**src/pkg/evr_pkg.sv**
```systemverilog
// Shared constants and types for the exception vector and reset sequencer
package evr_pkg;

   localparam int unsigned XLEN = 32;
   localparam int unsigned VEC_W = 8;
   localparam int unsigned ADR_W = 8;

   // Vector numbers
   localparam logic [VEC_W-1:0] VEC_POR_PC     = 8'h00;
   localparam logic [VEC_W-1:0] VEC_POR_SP     = 8'h01;
   localparam logic [VEC_W-1:0] VEC_MAN_PC     = 8'h02;
   localparam logic [VEC_W-1:0] VEC_MAN_SP     = 8'h03;
   localparam logic [VEC_W-1:0] VEC_ILLEGAL    = 8'h04;
   localparam logic [VEC_W-1:0] VEC_SLOT       = 8'h06;
   localparam logic [VEC_W-1:0] VEC_CPU_AERR   = 8'h09;
   localparam logic [VEC_W-1:0] VEC_XFER_AERR  = 8'h0A;
   localparam logic [VEC_W-1:0] VEC_NMI        = 8'h0B;
   localparam logic [VEC_W-1:0] VEC_UBRK       = 8'h0C;
   localparam logic [VEC_W-1:0] VEC_TRAP_BASE  = 8'h20;
   localparam logic [VEC_W-1:0] VEC_IRQ_BASE   = 8'h40;
   localparam logic [VEC_W-1:0] VEC_PERIPH_MIN = 8'h48;
   localparam int unsigned      TRAP_IDX_W     = 5;
   localparam int unsigned      IRQ_IDX_W      = 3;

   // Vector slot spacing is one longword
   localparam int unsigned      VEC_SHIFT      = 2;
   localparam logic [XLEN-1:0]  STK_STEP       = 32'h0000_0004;
   localparam logic [XLEN-1:0]  STK_STEP2      = 32'h0000_0008;

   // Reset values and status word layout
   localparam logic [XLEN-1:0]  VBASE_RESET    = 32'h0000_0000;
   localparam logic [XLEN-1:0]  SR_RESET       = 32'h0000_00F0;
   localparam logic [XLEN-1:0]  PC_RESET       = 32'h0000_0000;
   localparam logic [XLEN-1:0]  SP_RESET       = 32'h0000_0000;
   localparam int unsigned      MASK_LSB       = 4;
   localparam int unsigned      MASK_MSB       = 7;
   localparam logic [3:0]       MASK_RESET_VAL = 4'hF;
   localparam logic [3:0]       MASK_NMI       = 4'hF;
   localparam logic [3:0]       UBRK_LEVEL     = 4'hF;

   // Least reset pin low time, in clock cycles
   localparam int unsigned      RESET_MIN_CYC  = 20;
   localparam int unsigned      RST_CNT_W      = 5;

   // Register byte offsets
   localparam logic [ADR_W-1:0] REG_VBASE      = 8'h00;
   localparam logic [ADR_W-1:0] REG_STATUS     = 8'h04;
   localparam logic [ADR_W-1:0] REG_STACK      = 8'h08;
   localparam logic [ADR_W-1:0] REG_PC         = 8'h0C;
   localparam logic [ADR_W-1:0] REG_STATE      = 8'h10;
   localparam logic [ADR_W-1:0] REG_LASTVEC    = 8'h14;
   localparam int unsigned      STATE_POR_PIN  = 16;
   localparam int unsigned      STATE_MAN_PIN  = 17;
   localparam int unsigned      STATE_MAN_FLAG = 18;

   typedef enum logic [3:0] {
      SRC_ILLEGAL   = 4'h0,
      SRC_SLOT      = 4'h1,
      SRC_CPU_AERR  = 4'h2,
      SRC_XFER_AERR = 4'h3,
      SRC_NMI       = 4'h4,
      SRC_UBRK      = 4'h5,
      SRC_TRAP      = 4'h6,
      SRC_IRQ       = 4'h7,
      SRC_PERIPH    = 4'h8
   } evr_src_type;

   typedef enum logic [8:0] {
      ST_POR     = 9'h001,
      ST_MWAIT   = 9'h002,
      ST_MANUAL_RESET_PIN    = 9'h004,
      ST_FPC     = 9'h008,
      ST_FSP     = 9'h010,
      ST_RUN     = 9'h020,
      ST_PUSH_SR = 9'h040,
      ST_PUSH_PC = 9'h080,
      ST_FVEC    = 9'h100
   } evr_state_type;

endpackage

```
**src/rtl/evr_exc_seq.sv**
```systemverilog
// Exception vector address unit and reset sequencer with Wishbone registers
//
// Local design decisions: the Wishbone slave port and the register addresses.
`timescale 1ns/1ps
module evr_exc_seq
   import evr_pkg::*;
(
   input  wire logic              mclk_i,
   input  wire logic              rst_n_i,
   input  wire logic              power_on_reset_pin_n_i,
   input  wire logic              manual_reset_pin_n_i,
   input  wire logic              bus_busy_i,
   input  wire logic              exc_valid_i,
   input  wire evr_src_type       exc_src_i,
   input  wire logic [VEC_W-1:0]  exc_num_i,
   input  wire logic [3:0]        exc_level_i,
   input  wire logic [XLEN-1:0]   exc_ret_pc_i,
   output wire logic              exc_ready_o,
   output wire logic              mem_req_o,
   output wire logic              mem_we_o,
   output wire logic [XLEN-1:0]   mem_addr_o,
   output wire logic [XLEN-1:0]   mem_wdata_o,
   input  wire logic [XLEN-1:0]   mem_rdata_i,
   input  wire logic              mem_ack_i,
   output wire logic              core_reset_o,
   output wire logic              periph_reset_o,
   output wire logic              jump_o,
   output wire logic [XLEN-1:0]   pc_o,
   output wire logic [XLEN-1:0]   sp_o,
   output wire logic [XLEN-1:0]   status_word_o,
   output wire logic [XLEN-1:0]   vector_base_o,
   input  wire logic              wb_cyc_i,
   input  wire logic              wb_stb_i,
   input  wire logic              wb_we_i,
   input  wire logic [ADR_W-1:0]  wb_adr_i,
   input  wire logic [3:0]        wb_sel_i,
   input  wire logic [XLEN-1:0]   wb_dat_i,
   output wire logic [XLEN-1:0]   wb_dat_o,
   output wire logic              wb_ack_o
);

   evr_state_type    state_q;
   evr_state_type    state_d;
   logic             man_q;
   logic             man_d;
   logic             por_met;
   logic             man_met;
   logic             mem_state;
   logic             reset_done;
   logic             vec_done;
   logic             take_exc;
   logic [XLEN-1:0]  addr_q;
   logic [XLEN-1:0]  addr_d;
   logic [XLEN-1:0]  wdata_q;
   logic [XLEN-1:0]  wdata_d;
   logic             we_q;
   logic [XLEN-1:0]  pc_q;
   logic [XLEN-1:0]  pcfetch_q;
   logic [XLEN-1:0]  sp_q;
   logic [XLEN-1:0]  sr_q;
   logic [XLEN-1:0]  vbase_q;
   logic [VEC_W-1:0] vec_q;
   logic             intr_q;
   logic [3:0]       lvl_q;
   logic [XLEN-1:0]  retpc_q;
   logic             jump_q;
   logic             periph_rst_q;
   logic             wb_ack_q;
   logic [XLEN-1:0]  wb_dat_q;
   logic             wb_hit;
   logic             wb_wr;

   // Vector number of a requested exception source
   function automatic logic [VEC_W-1:0] map_vector(evr_src_type src, logic [VEC_W-1:0] num);
      logic [VEC_W-1:0] v;
      v = VEC_ILLEGAL;
      case (src)
         SRC_ILLEGAL:   v = VEC_ILLEGAL;
         SRC_SLOT:      v = VEC_SLOT;
         SRC_CPU_AERR:  v = VEC_CPU_AERR;
         SRC_XFER_AERR: v = VEC_XFER_AERR;
         SRC_NMI:       v = VEC_NMI;
         SRC_UBRK:      v = VEC_UBRK;
         SRC_TRAP:      v = VEC_TRAP_BASE + VEC_W'(num[TRAP_IDX_W-1:0]);
         SRC_IRQ:       v = VEC_IRQ_BASE + VEC_W'(num[IRQ_IDX_W-1:0]);
         SRC_PERIPH:    v = (num < VEC_PERIPH_MIN) ? VEC_PERIPH_MIN : num;
         default:       v = VEC_ILLEGAL;
      endcase
      return v;
   endfunction

   // Longword-aligned table offset of a vector number
   function automatic logic [XLEN-1:0] vec_off(logic [VEC_W-1:0] v);
      return XLEN'(v) << VEC_SHIFT;
   endfunction

   function automatic logic src_is_intr(evr_src_type src);
      return (src == SRC_NMI) || (src == SRC_UBRK) || (src == SRC_IRQ) || (src == SRC_PERIPH);
   endfunction

   evr_low_timer
   #(
      .MIN_CYC (RESET_MIN_CYC),
      .CNT_W   (RST_CNT_W)
   )
   u_por_timer
   (
      .mclk_i  (mclk_i),
      .rst_n_i (rst_n_i),
      .pin_n_i (power_on_reset_pin_n_i),
      .met_o   (por_met)
   );

   evr_low_timer
   #(
      .MIN_CYC (RESET_MIN_CYC),
      .CNT_W   (RST_CNT_W)
   )
   u_man_timer
   (
      .mclk_i  (mclk_i),
      .rst_n_i (rst_n_i),
      .pin_n_i (manual_reset_pin_n_i),
      .met_o   (man_met)
   );

   assign mem_state = (state_q == ST_FPC) || (state_q == ST_FSP) || (state_q == ST_PUSH_SR) ||
                      (state_q == ST_PUSH_PC) || (state_q == ST_FVEC);

   // No exception accepted while either reset pin is low
   assign exc_ready_o = (state_q == ST_RUN) && power_on_reset_pin_n_i
                        && manual_reset_pin_n_i;
   assign take_exc    = exc_valid_i && exc_ready_o;

   // Sequencer
   always_comb
   begin
      state_d = state_q;
      man_d   = man_q;
      if (!power_on_reset_pin_n_i)
      begin
         state_d = ST_POR;
         man_d   = 1'b0;
      end
      else
      begin
         case (state_q)
            ST_POR:
               if (por_met)
                  state_d = ST_FPC;
            ST_MWAIT:
               if (!bus_busy_i)
                  state_d = ST_MANUAL_RESET_PIN;
            ST_MANUAL_RESET_PIN:
               if (manual_reset_pin_n_i && man_met)
                  state_d = ST_FPC;
            ST_RUN:
               if (!manual_reset_pin_n_i)
               begin
                  man_d   = 1'b1;
                  state_d = bus_busy_i ? ST_MWAIT : ST_MANUAL_RESET_PIN;
               end
               else if (exc_valid_i)
                  state_d = ST_PUSH_SR;
            ST_FPC:
               if (mem_ack_i)
                  state_d = ST_FSP;
            ST_FSP:
               if (mem_ack_i)
                  state_d = ST_RUN;
            ST_PUSH_SR:
               if (mem_ack_i)
                  state_d = ST_PUSH_PC;
            ST_PUSH_PC:
               if (mem_ack_i)
                  state_d = ST_FVEC;
            ST_FVEC:
               if (mem_ack_i)
                  state_d = ST_RUN;
            default:
               state_d = ST_POR;
         endcase
         // Own transfer is cut only by the power-on pin; manual reset waits for its ack
         if (mem_state && mem_ack_i && !manual_reset_pin_n_i)
         begin
            man_d   = 1'b1;
            state_d = bus_busy_i ? ST_MWAIT : ST_MANUAL_RESET_PIN;
         end
      end
   end

   assign reset_done = (state_q == ST_FSP) && (state_d == ST_RUN);
   assign vec_done   = (state_q == ST_FVEC) && (state_d == ST_RUN);

   always_ff @(posedge mclk_i)
   begin
      if (!rst_n_i)
      begin
         state_q <= ST_POR;
         man_q   <= 1'b0;
      end
      else
      begin
         state_q <= state_d;
         man_q   <= man_d;
      end
   end

   // Transfer address and write data, set on entry to each transfer state
   always_comb
   begin
      addr_d  = addr_q;
      wdata_d = wdata_q;
      case (state_d)
         ST_FPC:     addr_d = vec_off(man_d ? VEC_MAN_PC : VEC_POR_PC);
         ST_FSP:     addr_d = vec_off(man_d ? VEC_MAN_SP : VEC_POR_SP);
         ST_PUSH_SR:
         begin
            addr_d  = sp_q - STK_STEP;
            wdata_d = sr_q;
         end
         ST_PUSH_PC:
         begin
            addr_d  = sp_q - STK_STEP2;
            wdata_d = retpc_q;
         end
         ST_FVEC:    addr_d = vbase_q + vec_off(vec_q);
         default:    addr_d = addr_q;
      endcase
   end

   always_ff @(posedge mclk_i)
   begin
      if (!rst_n_i)
      begin
         addr_q  <= '0;
         wdata_q <= '0;
         we_q    <= 1'b0;
      end
      else if (state_d != state_q)
      begin
         addr_q  <= {addr_d[XLEN-1:VEC_SHIFT], VEC_SHIFT'(0)};
         wdata_q <= wdata_d;
         we_q    <= (state_d == ST_PUSH_SR) || (state_d == ST_PUSH_PC);
      end
   end

   // Captured exception request
   always_ff @(posedge mclk_i)
   begin
      if (!rst_n_i)
      begin
         vec_q   <= VEC_ILLEGAL;
         intr_q  <= 1'b0;
         lvl_q   <= '0;
         retpc_q <= '0;
      end
      else if (take_exc)
      begin
         vec_q   <= map_vector(exc_src_i, exc_num_i);
         intr_q  <= src_is_intr(exc_src_i);
         retpc_q <= exc_ret_pc_i;
         if (exc_src_i == SRC_NMI)
            lvl_q <= MASK_NMI;
         else if (exc_src_i == SRC_UBRK)
            lvl_q <= UBRK_LEVEL;
         else
            lvl_q <= exc_level_i;
      end
   end

   // Byte-lane merge of a bus write
   function automatic logic [XLEN-1:0] merge(logic [XLEN-1:0] old, logic [XLEN-1:0] wr,
                                             logic [3:0] sel);
      logic [XLEN-1:0] r;
      r = old;
      for (int i = 0; i < 4; i++)
      begin
         if (sel[i])
            r[i*8 +: 8] = wr[i*8 +: 8];
      end
      return r;
   endfunction

   assign wb_hit = wb_cyc_i && wb_stb_i && !wb_ack_q;
   // Write lands at the acknowledging edge, with the request still held
   assign wb_wr  = wb_cyc_i && wb_stb_i && wb_we_i && wb_ack_q;

   // Hardware updates win over software writes in the same cycle
   always_ff @(posedge mclk_i)
   begin
      if (!rst_n_i)
         vbase_q <= VBASE_RESET;
      else if (reset_done)
         vbase_q <= VBASE_RESET;
      else if (wb_wr && (wb_adr_i == REG_VBASE))
         vbase_q <= merge(vbase_q, wb_dat_i, wb_sel_i);
   end

   always_ff @(posedge mclk_i)
   begin
      if (!rst_n_i)
         sr_q <= SR_RESET;
      else if (reset_done)
         sr_q[MASK_MSB:MASK_LSB] <= MASK_RESET_VAL;
      else if ((state_q == ST_PUSH_PC) && (state_d == ST_FVEC) && intr_q)
         sr_q[MASK_MSB:MASK_LSB] <= lvl_q;
      else if (wb_wr && (wb_adr_i == REG_STATUS))
         sr_q <= merge(sr_q, wb_dat_i, wb_sel_i);
   end

   always_ff @(posedge mclk_i)
   begin
      if (!rst_n_i)
         sp_q <= SP_RESET;
      else if (reset_done)
         sp_q <= mem_rdata_i;
      else if (((state_q == ST_PUSH_SR) || (state_q == ST_PUSH_PC)) && mem_ack_i)
         sp_q <= sp_q - STK_STEP;
      else if (wb_wr && (wb_adr_i == REG_STACK))
         sp_q <= merge(sp_q, wb_dat_i, wb_sel_i);
   end

   always_ff @(posedge mclk_i)
   begin
      if (!rst_n_i)
         pcfetch_q <= PC_RESET;
      else if ((state_q == ST_FPC) && mem_ack_i)
         pcfetch_q <= mem_rdata_i;
   end

   always_ff @(posedge mclk_i)
   begin
      if (!rst_n_i)
      begin
         pc_q   <= PC_RESET;
         jump_q <= 1'b0;
      end
      else
      begin
         jump_q <= reset_done || vec_done;
         if (reset_done)
            pc_q <= pcfetch_q;
         else if (vec_done)
            pc_q <= mem_rdata_i;
      end
   end

   // Peripherals and the bus state unit see only the power-on pin
   always_ff @(posedge mclk_i)
   begin
      if (!rst_n_i)
         periph_rst_q <= 1'b1;
      else
         periph_rst_q <= !power_on_reset_pin_n_i;
   end

   // Wishbone slave: ack one cycle after the strobe, unmapped reads zero
   always_ff @(posedge mclk_i)
   begin
      if (!rst_n_i)
      begin
         wb_ack_q <= 1'b0;
         wb_dat_q <= '0;
      end
      else
      begin
         wb_ack_q <= wb_hit;
         if (wb_hit)
         begin
            case (wb_adr_i)
               REG_VBASE:   wb_dat_q <= vbase_q;
               REG_STATUS:  wb_dat_q <= sr_q;
               REG_STACK:   wb_dat_q <= sp_q;
               REG_PC:      wb_dat_q <= pc_q;
               REG_STATE:
               begin
                  wb_dat_q                 <= XLEN'(state_q);
                  wb_dat_q[STATE_POR_PIN]  <= power_on_reset_pin_n_i;
                  wb_dat_q[STATE_MAN_PIN]  <= manual_reset_pin_n_i;
                  wb_dat_q[STATE_MAN_FLAG] <= man_q;
               end
               REG_LASTVEC: wb_dat_q <= XLEN'(vec_q);
               default:     wb_dat_q <= '0;
            endcase
         end
      end
   end

   assign mem_req_o      = mem_state;
   assign mem_we_o       = we_q;
   assign mem_addr_o     = addr_q;
   assign mem_wdata_o    = wdata_q;
   assign core_reset_o   = (state_q == ST_POR) || (state_q == ST_MANUAL_RESET_PIN) ||
                           (state_q == ST_FPC) || (state_q == ST_FSP);
   assign periph_reset_o = periph_rst_q;
   assign jump_o         = jump_q;
   assign pc_o           = pc_q;
   assign sp_o           = sp_q;
   assign status_word_o  = sr_q;
   assign vector_base_o  = vbase_q;
   assign wb_dat_o       = wb_dat_q;
   assign wb_ack_o       = wb_ack_q;

endmodule

```
**src/rtl/evr_low_timer.sv**
```systemverilog
// Counts how long an active-low reset pin has been held low
`timescale 1ns/1ps
module evr_low_timer
#(
   parameter int unsigned MIN_CYC = 20,
   parameter int unsigned CNT_W   = 5
)
(
   input  wire logic mclk_i,
   input  wire logic rst_n_i,
   input  wire logic pin_n_i,
   output wire logic met_o
);

   localparam logic [CNT_W-1:0] CNT_MAX = CNT_W'(MIN_CYC);

   logic [CNT_W-1:0] cnt_q;

   // Saturates at the least low time; still valid in the first high cycle
   always_ff @(posedge mclk_i)
   begin
      if (!rst_n_i)
      begin
         cnt_q <= '0;
      end
      else if (pin_n_i)
      begin
         cnt_q <= '0;
      end
      else if (cnt_q != CNT_MAX)
      begin
         cnt_q <= cnt_q + CNT_W'(1);
      end
   end

   assign met_o = (cnt_q == CNT_MAX);

endmodule

```
**config.mk**
```make
export PLATFORM = sky130hd
export DESIGN_NAME = evr_exc_seq
export DESIGN_NICKNAME = d
export VERILOG_FILES = /design/src/pkg/evr_pkg.sv /design/src/rtl/evr_exc_seq.sv /design/src/rtl/evr_low_timer.sv
export SDC_FILE = /design/constraint.sdc
export NUM_CORES = 1
export LEC_CHECK = 0
export ABC_AREA = 1
export BUFFER_PORTS_ARGS = -buffer_cell sky130_fd_sc_hd__buf_2
export CELL_PAD_IN_SITES_DETAIL_PLACEMENT = 0
export CELL_PAD_IN_SITES_GLOBAL_PLACEMENT = 2
export CORE_MARGIN = 3
export CORE_UTILIZATION = 30
export DETAILED_ROUTE_END_ITERATION = 10
export PLACE_DENSITY_LB_ADDON = 0.15
export SYNTH_ARGS = -nofsm -noshare
export SYNTH_HDL_FRONTEND = slang
export SYNTH_SLANG_ARGS = --single-unit
```
**constraint.sdc**
```tcl
create_clock -name mclk_i -period 3.1 [get_ports mclk_i]
set_input_delay 0.31 -clock mclk_i [delete_from_list [all_inputs] [get_ports mclk_i]]
set_output_delay 0.31 -clock mclk_i [all_outputs]
set_load 0.01 [all_outputs]
```
==> impl_metrics.json <==
{
  "rows": 85,
  "share_of_final_layout_standard_cells_stronger_than_drive_strength_1_pct": 19.85,
  "n_fill_cell": 5956,
  "insertion_delay_ns": 0.57,
  "fin_tns_setup_ns": 0,
  "crit_fanout": 30,
  "area_used_by_multi_input_combinational_logic_um2": 8820,
  "clkSinkCount": 323,
  "grt_setup_unrepaired": "no",
  "min-delay-path-class": "primary input to flip-flop",
  "hold_viol": 0,
  "track_usage_pct": 27.41,
  "grt_use_met1_pct": 40.93,
  "routed_via_density": 5.278,
  "clk_pin_slew_worst_paths_ns": 0.06,
  "transition_at_the_pin_with_the_smallest_max_transition_slack_ns": 0.7235,
  "postSynthAreaPerCell_um2": 6.925,
  "async_reset_ff_share_pct": 0,
  "floorplan.core_area_um2": 54560,
  "dieArea_um2": 58680,
  "static-leakage-power_nw": 9.252,
  "synth.area.top_cells": "sky130_fd_sc_hd__dfxtp_1 39%, sky130_fd_sc_hd__nand2_1 9.3%, sky130_fd_sc_hd__a21oi_1 8.1%",
  "number_of_flops_mapped_to_enable_cells_by_yosys": 0,
  "sequentialPowerShare_pct": 43.6,
  "post-dp-hpwl_um": 64730,
  "grt_start_max_net_pins": 169,
  "fp.dieW_um": 242.2,
  "first_iter_violations": 1679,
  "maxCapViolCount": 0,
  "clk_path_buf_depth": 3,
  "clock_skew_after_layout_ns": 0.01231,
  "worst_slew_margin_rel_pct": 51.77,
  "ioPinCount": 365,
  "power.net_switching_w": 0.002304,
  "h-tree-depth": 2,
  "cp.required_ns": 3.59,
  "cts_buffers": 41,
  "route.vias.total": 18690,
  "drt_pass1_iterations": 5,
  "setup_viol_count_final": 0,
  "clock_power_share_pct": 51.9,
  "end_kind": "flip-flop",
  "netlist-cell-type-count": 48,
  "layout.cell_area.non_filler_um2": 21120,
  "run_status": "finished clean",
  "first_global_vias": 17610,
  "synth_warnings": 0,
  "place.gp.congestion": 0.9487,
  "grt_antenna_before_repair": 2,
  "placedCellCount": 3453,
  "tritoncts": "built",
  "synthTopCellsByCount": "413 x sky130_fd_sc_hd__nand2_1, 323 x sky130_fd_sc_hd__dfxtp_1, 270 x sky130_fd_sc_hd__a21oi_1",
  "met3_track_demand_over_resource_in_global_routing_pct": 4.870,
  "yosysTopAreaCell": "sky130_fd_sc_hd__dfxtp_1",
  "total_power_of_the_final_layout_w": 0.009556,
  "io_buffers": 362,
  "ant_nets": 0,
  "netlist_area_um2": 16740,
  "place_area_um2": 19560,
  "synth_sequential_area_ratio_pct": 38.62,
  "grt_util_met2_pct": 40.20,
  "initial_core_util_pct": 30.69,
  "synth.most_common_cell": "sky130_fd_sc_hd__nand2_1",
  "grt_remaining_overflow": 0,
  "global_route.peak_usage_layer": "met1",
  "power.ir.vdd_worst_mv": 0.3050,
  "timing_max_transition_violations_final": 0,
  "synth_flop_cell": "sky130_fd_sc_hd__dfxtp_1",
  "routed_wirelength_um": 83570,
  "area.sequential_um2": 6469,
  "cts_setup_buffers": 0,
  "route.detailed.drc": 0,
  "critPathKind": "flip-flop to flip-flop",
  "synth.top_cell.area_share_pct": 38.62,
  "critPathLaunchType": "flip-flop",
  "final.period_utilization_pct": 92.67,
  "worst-endpoint-arrival_ns": 3.37,
  "internal_power_w": 0.007252,
  "achievable-frequency_ghz": 0.3481,
  "combPwrFrac_pct": 4.5,
  "period_minus_slack_ns": 2.873,
  "finish.net_count": 2922,
  "area_growth_syn_to_layout_pct": 26.13,
  "synth_cells": 2418,
  "synth_seq_cells": 323,
  "dieHeight_um": 242.2,
  "grt_pass1_wl_um": 121600,
  "switching_share_pct": 24.11,
  "power-per-cell-area_nw_per_um2": 452.5,
  "post_layout_nonfiller_instances": 3540,
  "antenna-diode-count": 0,
  "wl_per_cell_um": 23.61,
  "root_buffer": "sky130_fd_sc_hd__clkbuf_16"
}
-- flip-flops by register name, summed over array words and instances, names as in the netlist, 4 cells and up --
name               count
vec_q                  8
wb_dat_o              32
u_por_timer.cnt_q      5
mem_addr_o            30
mem_wdata_o           32
u_man_timer.cnt_q      5
pc_o                  32
state_q                9
sp_o                  32
pcfetch_q             32
vector_base_o         32
lvl_q                  4
retpc_q               32
status_word_o         32
-- final timing paths --
check	startpoint	slack, ns	cells after the start	end
hold / removal	mem_rdata_i[7]	0.03	3	pcfetch_q[7]
hold reg to reg	retpc_q[20]	0.45	2	retpc_q[20]
setup reg to reg	state_q[2]	0.23	18	mem_addr_o[6]
setup / recovery	state_q[2]	0.23	18	mem_addr_o[6]
-- kinds of logic (layout without fill, tap and decap cells) --
kind of cell | Yosys count | count (layout) | share of synthesized area [%]
other | 1 | 2 | 0.02240
XOR/XNOR | 77 | 77 | 4.028
AO/OA/AOI/OAI | 715 | 715 | 23.93
adder cells (fa/ha/maj) | 16 | 16 | 1.240
AND/OR/NAND/NOR | 913 | 913 | 23.14
flip-flops | 323 | 323 | 38.62
buffers and inverters | 373 | 755 | 9.027
-- layer usage --
| metal | vias up | wire length [um] |
|---|---|---|
| met5 | - | 0 |
| met4 | 0 | 2037 |
| met3 | 93 | 6105 |
| met2 | 745 | 34970 |
| met1 | 8907 | 40450 |
| li1 | 8940 | - |
-- critical path, stage by stage, from the launching register on --
cell and delay (ns):
sky130_fd_sc_hd__dfxtp_1 0.33, sky130_fd_sc_hd__nor2_2 0.19, sky130_fd_sc_hd__nand2_2 0.11, sky130_fd_sc_hd__inv_2 0.11
sky130_fd_sc_hd__nand3_1 0.10, sky130_fd_sc_hd__nor2_2 0.26, sky130_fd_sc_hd__nand2_1 0.10, sky130_fd_sc_hd__o21ai_1 0.09
sky130_fd_sc_hd__nor2_1 0.06, sky130_fd_sc_hd__nand2_1 0.07, sky130_fd_sc_hd__nand2_1 0.11, sky130_fd_sc_hd__nand2_1 0.14
sky130_fd_sc_hd__nand3_1 0.09, sky130_fd_sc_hd__nor2_2 0.24, sky130_fd_sc_hd__nand3_4 0.24, sky130_fd_sc_hd__nand2_2 0.14
sky130_fd_sc_hd__buf_12 0.20, sky130_fd_sc_hd__nand2_1 0.08, sky130_fd_sc_hd__a21oi_1 0.14
-- cell type report --
cell class              count  share of cell area (%)
well taps                 739                   4.378
flip-flops and latches    323                   30.63
clock inverters            17                  0.8531
multi-input cells        1723                   41.76
repair buffers            454                   12.65
inverters                 229                   4.088
clock buffers              55                   5.640
-- power by group through the flow --
stage,combinational [W],clock [W],sequential [W]
2_1_floorplan,0.000158,0,0.00426
5_1_grt,0.000464,0.00522,0.00417
4_1_cts,0.000428,0.00507,0.00417
6_report,0.000431,0.00496,0.00417
3_3_place_gp,0.000413,0,0.00426
3_5_place_dp,0.000412,0,0.00426
-- timing repair --
action	4_1_cts	5_1_grt
setup endpoints to repair	0	66
resized for setup	0	11
endpoints found under the hold margin	15	0
hold buffers	15	0
-- through the flow --
stage	hold slack [ns]	setup slack, ns	utilization [%]
detailed placement	0.4395	0.1656	35.85
finish	0.02675	0.2274	38.71
global route	0.02375	0.01277	38.71
floorplan	0.4245	0.8342	-
global placement	0.4340	0.1068	35.85
CTS	0.0001775	0.1418	38.64
-- placed cells by master, fill, tap and decap left out, types with 10 or more instances in the layout --
master / instances
sky130_fd_sc_hd__nand2_1: 412
sky130_fd_sc_hd__nor3_1: 38
sky130_fd_sc_hd__a21oi_1: 270
sky130_fd_sc_hd__nor2_2: 10
sky130_fd_sc_hd__inv_2: 11
sky130_fd_sc_hd__nor2_1: 241
sky130_fd_sc_hd__dfxtp_1: 321
sky130_fd_sc_hd__dlygate4sd3_1: 15
sky130_fd_sc_hd__xor2_1: 74
sky130_fd_sc_hd__o22ai_1: 65
sky130_fd_sc_hd__nand4_1: 31
sky130_fd_sc_hd__clkbuf_16: 43
sky130_fd_sc_hd__inv_1: 212
sky130_fd_sc_hd__o21ai_0: 238
sky130_fd_sc_hd__buf_12: 10
sky130_fd_sc_hd__buf_2: 361
sky130_fd_sc_hd__o21ai_1: 14
sky130_fd_sc_hd__a211oi_1: 35
sky130_fd_sc_hd__a31oi_1: 30
sky130_fd_sc_hd__ha_1: 15
sky130_fd_sc_hd__buf_4: 67
sky130_fd_sc_hd__o221ai_1: 24
sky130_fd_sc_hd__nand3_1: 154
(Power assumes the default switching activity.)
